<file path="src/logic/are_regs.svh">
// Constants of the adapter response reporter: characters, widths and timing.
// Assumes a single 125 MHz clock; included by its bare name.
`ifndef ARE_REGS_SVH
`define ARE_REGS_SVH

// Clock and time base
`define ARE_CLK_NS 8
`define ARE_MS_NS 1000000
`define ARE_MSDIV_W 17
`define ARE_GAP_W 15
`define ARE_GAP_MAX 15'h7FFF

// Response set and line shape
`define ARE_NRESP 11
`define ARE_POS_W 3
`define ARE_POS_FIRST 3'h0
`define ARE_POS_LAST 3'h4

// Characters of the response lines
`define ARE_CH_SLASH 8'h2F
`define ARE_CH_I 8'h49
`define ARE_CH_B 8'h42
`define ARE_CH_C 8'h43
`define ARE_CH_A 8'h41
`define ARE_CH_F 8'h46
`define ARE_CH_0 8'h30
`define ARE_CH_1 8'h31
`define ARE_CH_3 8'h33
`define ARE_CH_4 8'h34
`define ARE_CH_5 8'h35
`define ARE_CH_8 8'h38
`define ARE_CH_9 8'h39
`define ARE_CH_CR 8'h0D
`define ARE_CH_STAR 8'h2A

`endif

</file>
<file path="src/logic/are_pkg.sv">
// Types of the adapter response reporter.
// Assumes are_regs.svh for the numeric constants.
`default_nettype none
package are_pkg;
    // Response lines, lowest code sent first
    typedef enum logic [3:0] {
        RESP_ARB = 4'h0,
        RESP_BUSERR = 4'h1,
        RESP_BUSY = 4'h2,
        RESP_CLOSED = 4'h3,
        RESP_BADARG = 4'h4,
        RESP_NOSTR = 4'h5,
        RESP_BADCMD = 4'h6,
        RESP_OVFL = 4'h7,
        RESP_TIMEOUT = 4'h8,
        RESP_BAUD = 4'h9,
        RESP_READY = 4'hA
    } are_resp_t;

    // Kinds of decoded host command
    typedef enum logic [2:0] {
        CMD_MASTER = 3'h0,
        CMD_SLAVE_TEXT = 3'h1,
        CMD_OPEN = 3'h2,
        CMD_CLOSE = 3'h3,
        CMD_OTHER = 3'h4
    } are_cmd_t;

    // Serializer states
    typedef enum logic {
        SER_IDLE = 1'b0,
        SER_SEND = 1'b1
    } are_ser_t;
endpackage : are_pkg
`default_nettype wire

</file>
<file path="src/logic/are_reporter.sv">
// Response reporter of a serial-command I2C host adapter: decides host
// command replies, tracks connection and busy state, times byte gaps and
// sends coded response lines as a character stream.
// Assumes parser, transfer engines and serial transmitter on the same clock.
//
// Function
// When another master wins arbitration during a master transfer, abandon it and send /I83 with CR.
// After an arbitration-loss report the host handles slave events and then reissues the failed command.
// When a bus error is detected, send /I84 with CR.
// After a bus-error report the host retries or issues the adapter reset command.
// When the gap between bytes in a message exceeds the set time-out, send /I85.
// A time-out is only reported, with no action on the bus and no reply needed.
// A message operation asked for while the connection is closed is refused with /I88.
// The host opens the connection before any bus message operation.
// A command with an out-of-range argument is rejected with /I89.
// Slave-transmit text with no pending slave-transmit request is answered with /I8A.
// An unrecognised command is answered with /I8F.
// Loss of host data through receive overflow is reported with /I90.
// A link rate change is reported as /BCn, n being 0, 1 or 2 for 19.2K, 57.6K or 115.2K.
// A master operation started while one is in progress is ignored and answered with /I81.
// When ready for the next command, a single asterisk is sent.
// After any error line the block returns to idle reception with its configuration kept.
`include "are_regs.svh"
`timescale 1ns/100ps
`default_nettype none
module are_reporter #(
    parameter int MS_CYCLES = `ARE_MS_NS / `ARE_CLK_NS
) (
    input wire logic clk,
    input wire logic reset,
    input wire logic cmd_valid,
    input wire are_pkg::are_cmd_t cmd_kind,
    input wire logic cmd_known,
    input wire logic cmd_arg_ok,
    input wire logic str_pending,
    input wire logic op_done,
    input wire logic arb_lost,
    input wire logic bus_error,
    input wire logic msg_active,
    input wire logic byte_done,
    input wire logic [`ARE_GAP_W-1:0] timeout_ms,
    input wire logic rx_overflow,
    input wire logic baud_change,
    input wire logic [1:0] baud_idx,
    input wire logic adapter_reset,
    input wire logic tx_ready,
    output logic [7:0] tx_data,
    output logic tx_valid,
    output logic master_start,
    output logic slave_text_go,
    output logic cmd_go,
    output logic abort_xfer,
    output logic conn_open,
    output logic busy
);
    import are_pkg::*;

    // Lowest pending code wins
    function automatic are_resp_t are_pick(input logic [`ARE_NRESP-1:0] p);
        are_resp_t r;
        r = RESP_READY;
        for (int i = `ARE_NRESP - 1; i >= 0; i--)
            if (p[i])
                r = are_resp_t'(i[3:0]);
        return r;
    endfunction : are_pick

    // Character at a position of a response line
    function automatic logic [7:0] are_char(input are_resp_t c, input logic [`ARE_POS_W-1:0] pos,
                                            input logic [1:0] bsel);
        logic [7:0] d;
        d = `ARE_CH_8;
        unique case (c)
            RESP_BUSY: d = `ARE_CH_1;
            RESP_ARB: d = `ARE_CH_3;
            RESP_BUSERR: d = `ARE_CH_4;
            RESP_TIMEOUT: d = `ARE_CH_5;
            RESP_CLOSED: d = `ARE_CH_8;
            RESP_BADARG: d = `ARE_CH_9;
            RESP_NOSTR: d = `ARE_CH_A;
            RESP_BADCMD: d = `ARE_CH_F;
            RESP_OVFL: d = `ARE_CH_0;
            RESP_BAUD: d = `ARE_CH_0 + {6'h00, bsel};
            RESP_READY: d = `ARE_CH_STAR;
            default: d = `ARE_CH_8;
        endcase
        unique case (pos)
            3'h0: return (c == RESP_READY) ? d : `ARE_CH_SLASH;
            3'h1: return (c == RESP_BAUD) ? `ARE_CH_B : `ARE_CH_I;
            3'h2: return (c == RESP_BAUD) ? `ARE_CH_C : ((c == RESP_OVFL) ? `ARE_CH_9 : `ARE_CH_8);
            3'h3: return d;
            default: return `ARE_CH_CR;
        endcase
    endfunction : are_char

    logic [`ARE_NRESP-1:0] pend, set_v, clr_v;
    logic [1:0] baud_sel;
    are_ser_t state;
    are_resp_t cur;
    are_resp_t next_pick;
    logic [`ARE_POS_W-1:0] pos;
    logic [`ARE_MSDIV_W-1:0] ms_cnt;
    logic [`ARE_GAP_W-1:0] gap_ms;
    logic ms_tick, to_reported, to_fire, mcmd, scmd, master_ok, fault;

    // Command classification
    assign mcmd = cmd_valid && cmd_known && cmd_arg_ok && (cmd_kind == CMD_MASTER);
    assign scmd = cmd_valid && cmd_known && cmd_arg_ok && (cmd_kind == CMD_SLAVE_TEXT);
    assign master_ok = mcmd && conn_open && !busy;
    assign fault = busy && (arb_lost || bus_error);
    assign next_pick = are_pick(pend);

    // Events raising response lines
    always_comb
    begin
        set_v = '0;
        set_v[RESP_ARB] = arb_lost && busy;
        set_v[RESP_BUSERR] = bus_error;
        set_v[RESP_BUSY] = mcmd && conn_open && busy;
        set_v[RESP_CLOSED] = mcmd && !conn_open;
        set_v[RESP_BADARG] = cmd_valid && cmd_known && !cmd_arg_ok;
        set_v[RESP_NOSTR] = scmd && !str_pending;
        set_v[RESP_BADCMD] = cmd_valid && !cmd_known;
        set_v[RESP_OVFL] = rx_overflow;
        set_v[RESP_TIMEOUT] = to_fire;
        set_v[RESP_BAUD] = baud_change;
        // Prompt after each command reply or finished operation, and after an arbitration loss or bus error in a master operation
        set_v[RESP_READY] = (cmd_valid && !master_ok && !(scmd && str_pending)) || op_done
                            || fault;
    end

    // Clear the code being taken by the serializer
    always_comb
    begin
        clr_v = '0;
        if (state == SER_IDLE && |pend)
            clr_v[next_pick] = 1'b1;
    end

    // Pending flags, a new event wins over the clear
    always_ff @(posedge clk)
    begin
        if (reset || adapter_reset)
            pend <= '0;
        else
            pend <= (pend & ~clr_v) | set_v;
    end

    // Latest link rate index
    always_ff @(posedge clk)
    begin
        if (reset)
            baud_sel <= 2'h0;
        else if (baud_change)
            baud_sel <= baud_idx;
    end

    // Connection state, untouched by rejected commands
    always_ff @(posedge clk)
    begin
        if (reset || adapter_reset)
            conn_open <= 1'b0;
        else if (cmd_valid && cmd_known && cmd_arg_ok && cmd_kind == CMD_OPEN)
            conn_open <= 1'b1;
        else if (cmd_valid && cmd_known && cmd_arg_ok && cmd_kind == CMD_CLOSE)
            conn_open <= 1'b0;
    end

    // Master operation tracking and abort on arbitration loss or bus error
    always_ff @(posedge clk)
    begin
        if (reset || adapter_reset)
        begin
            busy <= 1'b0;
            abort_xfer <= 1'b0;
        end
        else
        begin
            abort_xfer <= fault;
            if (master_ok)
                busy <= 1'b1;
            else if (op_done || fault)
                busy <= 1'b0;
        end
    end

    // Command hand-off pulses to the engines
    always_ff @(posedge clk)
    begin
        if (reset)
        begin
            master_start <= 1'b0;
            slave_text_go <= 1'b0;
            cmd_go <= 1'b0;
        end
        else
        begin
            master_start <= master_ok;
            slave_text_go <= scmd && str_pending;
            cmd_go <= cmd_valid && cmd_known && cmd_arg_ok && cmd_kind != CMD_MASTER
                      && cmd_kind != CMD_SLAVE_TEXT;
        end
    end

    // Millisecond tick
    always_ff @(posedge clk)
    begin
        if (reset || ms_tick)
            ms_cnt <= '0;
        else
            ms_cnt <= ms_cnt + 1'b1;
    end
    assign ms_tick = (ms_cnt == `ARE_MSDIV_W'(MS_CYCLES - 1));

    // Byte gap timer; reports once per gap and never touches the bus
    always_ff @(posedge clk)
    begin
        if (reset || !msg_active || byte_done)
        begin
            gap_ms <= '0;
            to_reported <= 1'b0;
        end
        else
        begin
            if (ms_tick && gap_ms != `ARE_GAP_MAX)
                gap_ms <= gap_ms + 1'b1;
            if (to_fire)
                to_reported <= 1'b1;
        end
    end
    assign to_fire = msg_active && !byte_done && !to_reported && (timeout_ms != '0)
                     && (gap_ms > timeout_ms);

    // Line serializer toward the serial transmitter
    always_ff @(posedge clk)
    begin
        if (reset)
        begin
            state <= SER_IDLE;
            cur <= RESP_READY;
            pos <= `ARE_POS_FIRST;
            tx_data <= `ARE_CH_STAR;
            tx_valid <= 1'b0;
        end
        else
        begin
            unique case (state)
                SER_IDLE:
                begin
                    if (|pend)
                    begin
                        state <= SER_SEND;
                        cur <= next_pick;
                        pos <= `ARE_POS_FIRST;
                        tx_data <= are_char(next_pick, `ARE_POS_FIRST, baud_sel);
                        tx_valid <= 1'b1;
                    end
                end
                SER_SEND:
                begin
                    if (tx_ready)
                    begin
                        if (cur == RESP_READY || pos == `ARE_POS_LAST)
                        begin
                            state <= SER_IDLE;
                            tx_valid <= 1'b0;
                        end
                        else
                        begin
                            pos <= pos + 1'b1;
                            tx_data <= are_char(cur, pos + 1'b1, baud_sel);
                        end
                    end
                end
            endcase
        end
    end

    // Checks
    property p_arb_abort;
        @(posedge clk) disable iff (reset) (arb_lost && busy && !adapter_reset) |=> abort_xfer && !busy;
    endproperty
    a_arb_abort: assert property (p_arb_abort) else $error("arbitration loss not abandoned");
    property p_buserr;
        @(posedge clk) disable iff (reset) (bus_error && !adapter_reset) |=> pend[RESP_BUSERR] || state == SER_SEND;
    endproperty
    a_buserr: assert property (p_buserr) else $error("bus error not queued");
    property p_to_noabort;
        @(posedge clk) disable iff (reset) (to_fire && !arb_lost && !bus_error) |=> !abort_xfer;
    endproperty
    a_to_noabort: assert property (p_to_noabort) else $error("time-out acted on the bus");
    property p_to_report;
        @(posedge clk) disable iff (reset) (msg_active && timeout_ms != '0 && gap_ms > timeout_ms && !byte_done
            && !to_reported && !adapter_reset) |=> pend[RESP_TIMEOUT];
    endproperty
    a_to_report: assert property (p_to_report) else $error("time-out missed");
    property p_closed;
        @(posedge clk) disable iff (reset) (mcmd && !conn_open && !adapter_reset) |=> !master_start
            && (pend[RESP_CLOSED] || cur == RESP_CLOSED);
    endproperty
    a_closed: assert property (p_closed) else $error("closed connection not refused");
    property p_badarg;
        @(posedge clk) disable iff (reset) (cmd_valid && cmd_known && !cmd_arg_ok && !adapter_reset)
            |=> !master_start && !cmd_go && (pend[RESP_BADARG] || cur == RESP_BADARG);
    endproperty
    a_badarg: assert property (p_badarg) else $error("bad argument accepted");
    property p_nostr;
        @(posedge clk) disable iff (reset) (scmd && !str_pending) |=> !slave_text_go;
    endproperty
    a_nostr: assert property (p_nostr) else $error("slave text without request");
    property p_badcmd;
        @(posedge clk) disable iff (reset) (cmd_valid && !cmd_known) |=> !cmd_go && !master_start;
    endproperty
    a_badcmd: assert property (p_badcmd) else $error("unknown command accepted");
    property p_busy;
        @(posedge clk) disable iff (reset) (mcmd && busy) |=> !master_start;
    endproperty
    a_busy: assert property (p_busy) else $error("busy master command not ignored");
    property p_ready;
        @(posedge clk) disable iff (reset) (tx_valid && cur == RESP_READY) |-> tx_data == `ARE_CH_STAR;
    endproperty
    a_ready: assert property (p_ready) else $error("ready prompt not an asterisk");
    property p_keep;
        @(posedge clk) disable iff (reset) (cmd_valid && (!cmd_known || !cmd_arg_ok) && !adapter_reset)
            |=> $stable(conn_open);
    endproperty
    a_keep: assert property (p_keep) else $error("rejected command changed state");
    property p_baud;
        @(posedge clk) disable iff (reset) baud_change |=> baud_sel == $past(baud_idx);
    endproperty
    a_baud: assert property (p_baud) else $error("rate index not kept");
endmodule : are_reporter
`default_nettype wire

</file>
<file path="config.mk">
export PLATFORM = sky130hd
export DESIGN_NAME = are_reporter
export DESIGN_NICKNAME = d
export VERILOG_FILES = /design/src/logic/are_pkg.sv /design/src/logic/are_reporter.sv
export VERILOG_INCLUDE_DIRS = /design/src /design/src/logic
export SDC_FILE = /design/constraint.sdc
export NUM_CORES = 1
export LEC_CHECK = 0
export ABC_AREA = 0
export BUFFER_PORTS_ARGS = -buffer_cell sky130_fd_sc_hd__buf_2
export CORE_MARGIN = 2
export CORE_UTILIZATION = 53
export CTS_CLUSTER_SIZE = 8
export DETAILED_ROUTE_END_ITERATION = 8
export GPL_ROUTABILITY_DRIVEN = 1
export GPL_TIMING_DRIVEN = 0
export HOLD_SLACK_MARGIN = 0.15
export PLACE_DENSITY = 0.77
export SLEW_MARGIN = 0
export SYNTH_ARGS = -nofsm -noshare
export SYNTH_HDL_FRONTEND = slang
export SYNTH_SLANG_ARGS = --single-unit
</file>
<file path="constraint.sdc">
create_clock -name clk -period 1.75 [get_ports clk]
set_input_delay 0.4375 -clock clk [delete_from_list [all_inputs] [get_ports clk]]
set_output_delay 0.4375 -clock clk [all_outputs]
set_load 0.005 [all_outputs]
</file>
==> reports/metrics.yaml <==
grt_pass1_vias: 3524
die-area_sq_mm: 0.00810
finalCritPeriodShare: 1.03
numClockSinks: 68
slew_violations: 0
min_from: "rx_overflow"
synth_edf_count: 0
yosys-top-cells-area: "dfxtp_1 (35%), ha_1 (7.0%), nor2_1 (6.5%)"
drtAntennaViolNets: 0
cts_max_path_buffers: 2
grt_use_total: 0.234
min_period_ns: 1.80
start_util: 0.543
io_buffer_count: 48
synth_top_area_share: 0.347
grt_max_degree: 12
start_kind: "flip-flop"
dieWidth_um: 90.0
vias_per_cell: 5.77
diodes: 0
drt-initial-drc-count: 169
nNetsFinal: 602
critPathArrivalTime_ns: 2.03
powerDensity_mw_per_mm2: 726
pin_count: 50
crit_chain: "nor4_4 > nand3_2 > or3_4 > o311ai_4 > o31ai_1"
rrSetupSlack_ns: -0.05
holdPathEnd: "pend[7]$_SDFF_PP0_"
grt_antenna_before_repair: 0
worstMarginPinSlew_ns: 0.912
postCtsHoldBufs: 0
end_kind: "flip-flop"
rsz0062_at_grt: "yes"
core_area_sq_mm: 0.00721
max-cap-violations: 0
grt_pass1_wl_um: 15700
cts_tree: "done"
synth_nets: 532
wirelength_um: 9730
synth_top_area_cell: "dfxtp_1"
yosysWarnings: 0
gp_congestion: 0.914
clock_latency_ns: 0.36
hold-path-cell-count: 3
rr_endpoint: "pend[8]$_SDFF_PP0_"
setup_violations: 2
critPathRequiredTime_ns: 1.98
clk_pin_slew_worst_paths_ns: 0.08
grt_overflow: 0
dp_cells: 622
syn_avg_cell_area_sq_um: 8.25
preCtsSetupSlack_ns: -0.230
path_class: "flip-flop to flip-flop"
slowest_delay_ns: 0.40
violations: "negative setup slack"
utilization: 0.682
cts_root_buffer: "clkbuf_8"
setup_tns_ns: -0.0594
drive_gt1_frac: 0.291
fp.dieH_um: 90.0
rows: 31
synthArstFlopShare: 0
status: "finished with violations"
hpwl_um: 6660
synthFlopType: "dfxtp_1"
hold_viol: 0
mostFrequentLayoutCell: "nor2_1"
ir_drop_uv: 494
fmax_mhz: 556
slew_headroom: 0.391
syn_area_sq_mm: 0.00392
dr.pass1.iters: 4
synth-seq-area-share: 0.347
path_max_fanout: 5
final_cell_mix: "nor2_1 (65), dfxtp_1 (52), buf_2 (49)"
synth-seq-cells: 68
area_growth_pct: 25.6
worst_path_max_delay_cell: "or3_4"
fin_ws_ns: -0.0482
num_vias: 3744
remaining_drc_errors: 0
clock_skew_ns: 0.0123
finalNonFillerCells: 649
wl_per_cell_um: 15.0
leakage_nw: 1.95
htreeDepth: 3
syn-instance-count: 475
hp-class: "primary input to flip-flop"
r2r-start: "pend[5]$_SDFF_PP0_"
synth_cell_types: 67
cts_buffers: 9
ff2ff_path_depth: 5
==> sequential cells by signal, indices dropped and copies added (netlist names), 2 cells and up <==
signal	count
pos	3
gap_ms	15
tx_data	7
ms_cnt	17
pend	11
cur	4
baud_sel	2
==> layout make-up <==
class                      instances  area [sq um]
multi-input combinational        362          2650
fill                             575          2290
sequential                        68          1390
timing repair buffer              62           367
clock buffer                      12           155
tap                               99           124
inverter                          28           105
buffer                            14          90.1
clock inverter                     4          47.5
==> where the power goes <==
group | total (mW) | internal, mW | switching (mW) | leakage, nW
logic | 0.599 | 0.259 | 0.340 | 1.29
clock network | 1.33 | 0.731 | 0.598 | 0.102
registers | 1.65 | 1.60 | 0.0478 | 0.560
==> cell families (layout without fill, tap and decap cells) <==
| kind of cell | after synthesis | in the layout | share of synthesized area |
|---|---|---|---|
| other cells | 1 | 1 | 0.000957 |
| compound gates | 104 | 104 | 0.180 |
| simple gates | 203 | 203 | 0.278 |
| buf+inv | 45 | 120 | 0.0492 |
| mux | 7 | 7 | 0.0179 |
| fa+ha+maj | 22 | 22 | 0.0702 |
| flops | 68 | 68 | 0.347 |
| xor+xnor | 25 | 25 | 0.0559 |
==> routing by layer <==
| metal | vias to the layer above | track usage | share of wire |
|---|---|---|---|
| li1 | 1845 | - | - |
| met1 | 1785 | 0.299 | 0.44 |
| met3 | 18 | 0.0570 | 0.054 |
| met5 | - | 0 | 0 |
| met4 | 0 | 0.0923 | 0.017 |
| met2 | 96 | 0.383 | 0.49 |
==> through the flow <==
step	cell area, sq um	hold WS, ns	total power, mW
2_1_floorplan	3920	0.418	2.00
3_3_place_gp	4280	0.429	2.15
3_5_place_dp	4280	0.442	2.16
4_1_cts	4660	0.305	3.51
5_1_grt	4920	0.320	3.73
6_report	4920	0.300	3.57
==> Yosys cell counts (3+ instances only) <==
| cell | count |
|---|---|
| dfxtp_1 | 68 |
| nor2_1 | 68 |
| a21oi_1 | 34 |
| nand2_1 | 34 |
| inv_1 | 28 |
| ha_1 | 22 |
| nand3_1 | 20 |
| nor3_1 | 16 |
| xnor2_1 | 16 |
| o21ai_0 | 13 |
| o31ai_1 | 10 |
| xor2_1 | 9 |
| clkbuf_1 | 8 |
| nand2b_1 | 8 |
| nand4_1 | 8 |
| mux2i_1 | 7 |
| buf_2 | 6 |
| nor3b_1 | 6 |
| nor4_1 | 6 |
| a21boi_0 | 5 |
| and3_1 | 4 |
| nand3b_1 | 4 |
| o21a_1 | 4 |
| or3_1 | 4 |
| a211oi_1 | 3 |
| a31o_2 | 3 |
| a31oi_1 | 3 |
| and4_2 | 3 |
| nor2b_1 | 3 |
| o211ai_1 | 3 |
| o41ai_1 | 3 |
==> how the worst max path moves through the flow <==
stage                               from                     end  slack [ns]  cells after the start
floorplan                 timeout_ms[14]      pend[8]$_SDFF_PP0_        0.05                      7
global placement          timeout_ms[14]      pend[8]$_SDFF_PP0_       -0.21                      8
detailed placement        timeout_ms[12]      pend[8]$_SDFF_PP0_       -0.23                      8
CTS                 ms_cnt[0]$_SDFF_PP0_  gap_ms[8]$_SDFFE_PP0P_       -0.05                      7
global route          pend[5]$_SDFF_PP0_      pend[8]$_SDFF_PP0_       -0.09                      5
finish                pend[5]$_SDFF_PP0_      pend[8]$_SDFF_PP0_       -0.05                      5
==> repair_timing <==
action	in CTS	in global routing
endpoints found under the setup margin	35	40
resized for setup	31	55
buffers inserted	4	9
gates cloned	0	1
pin swaps	5	16
==> critical path: cells and delay by family (launching register included) <==
kind,cells,cell delay (ns)
and+or+nand+nor,3,0.93
AOI/OAI and AO/OA,2,0.40
DFF,1,0.35
Power figures use the tool's default switching activity.
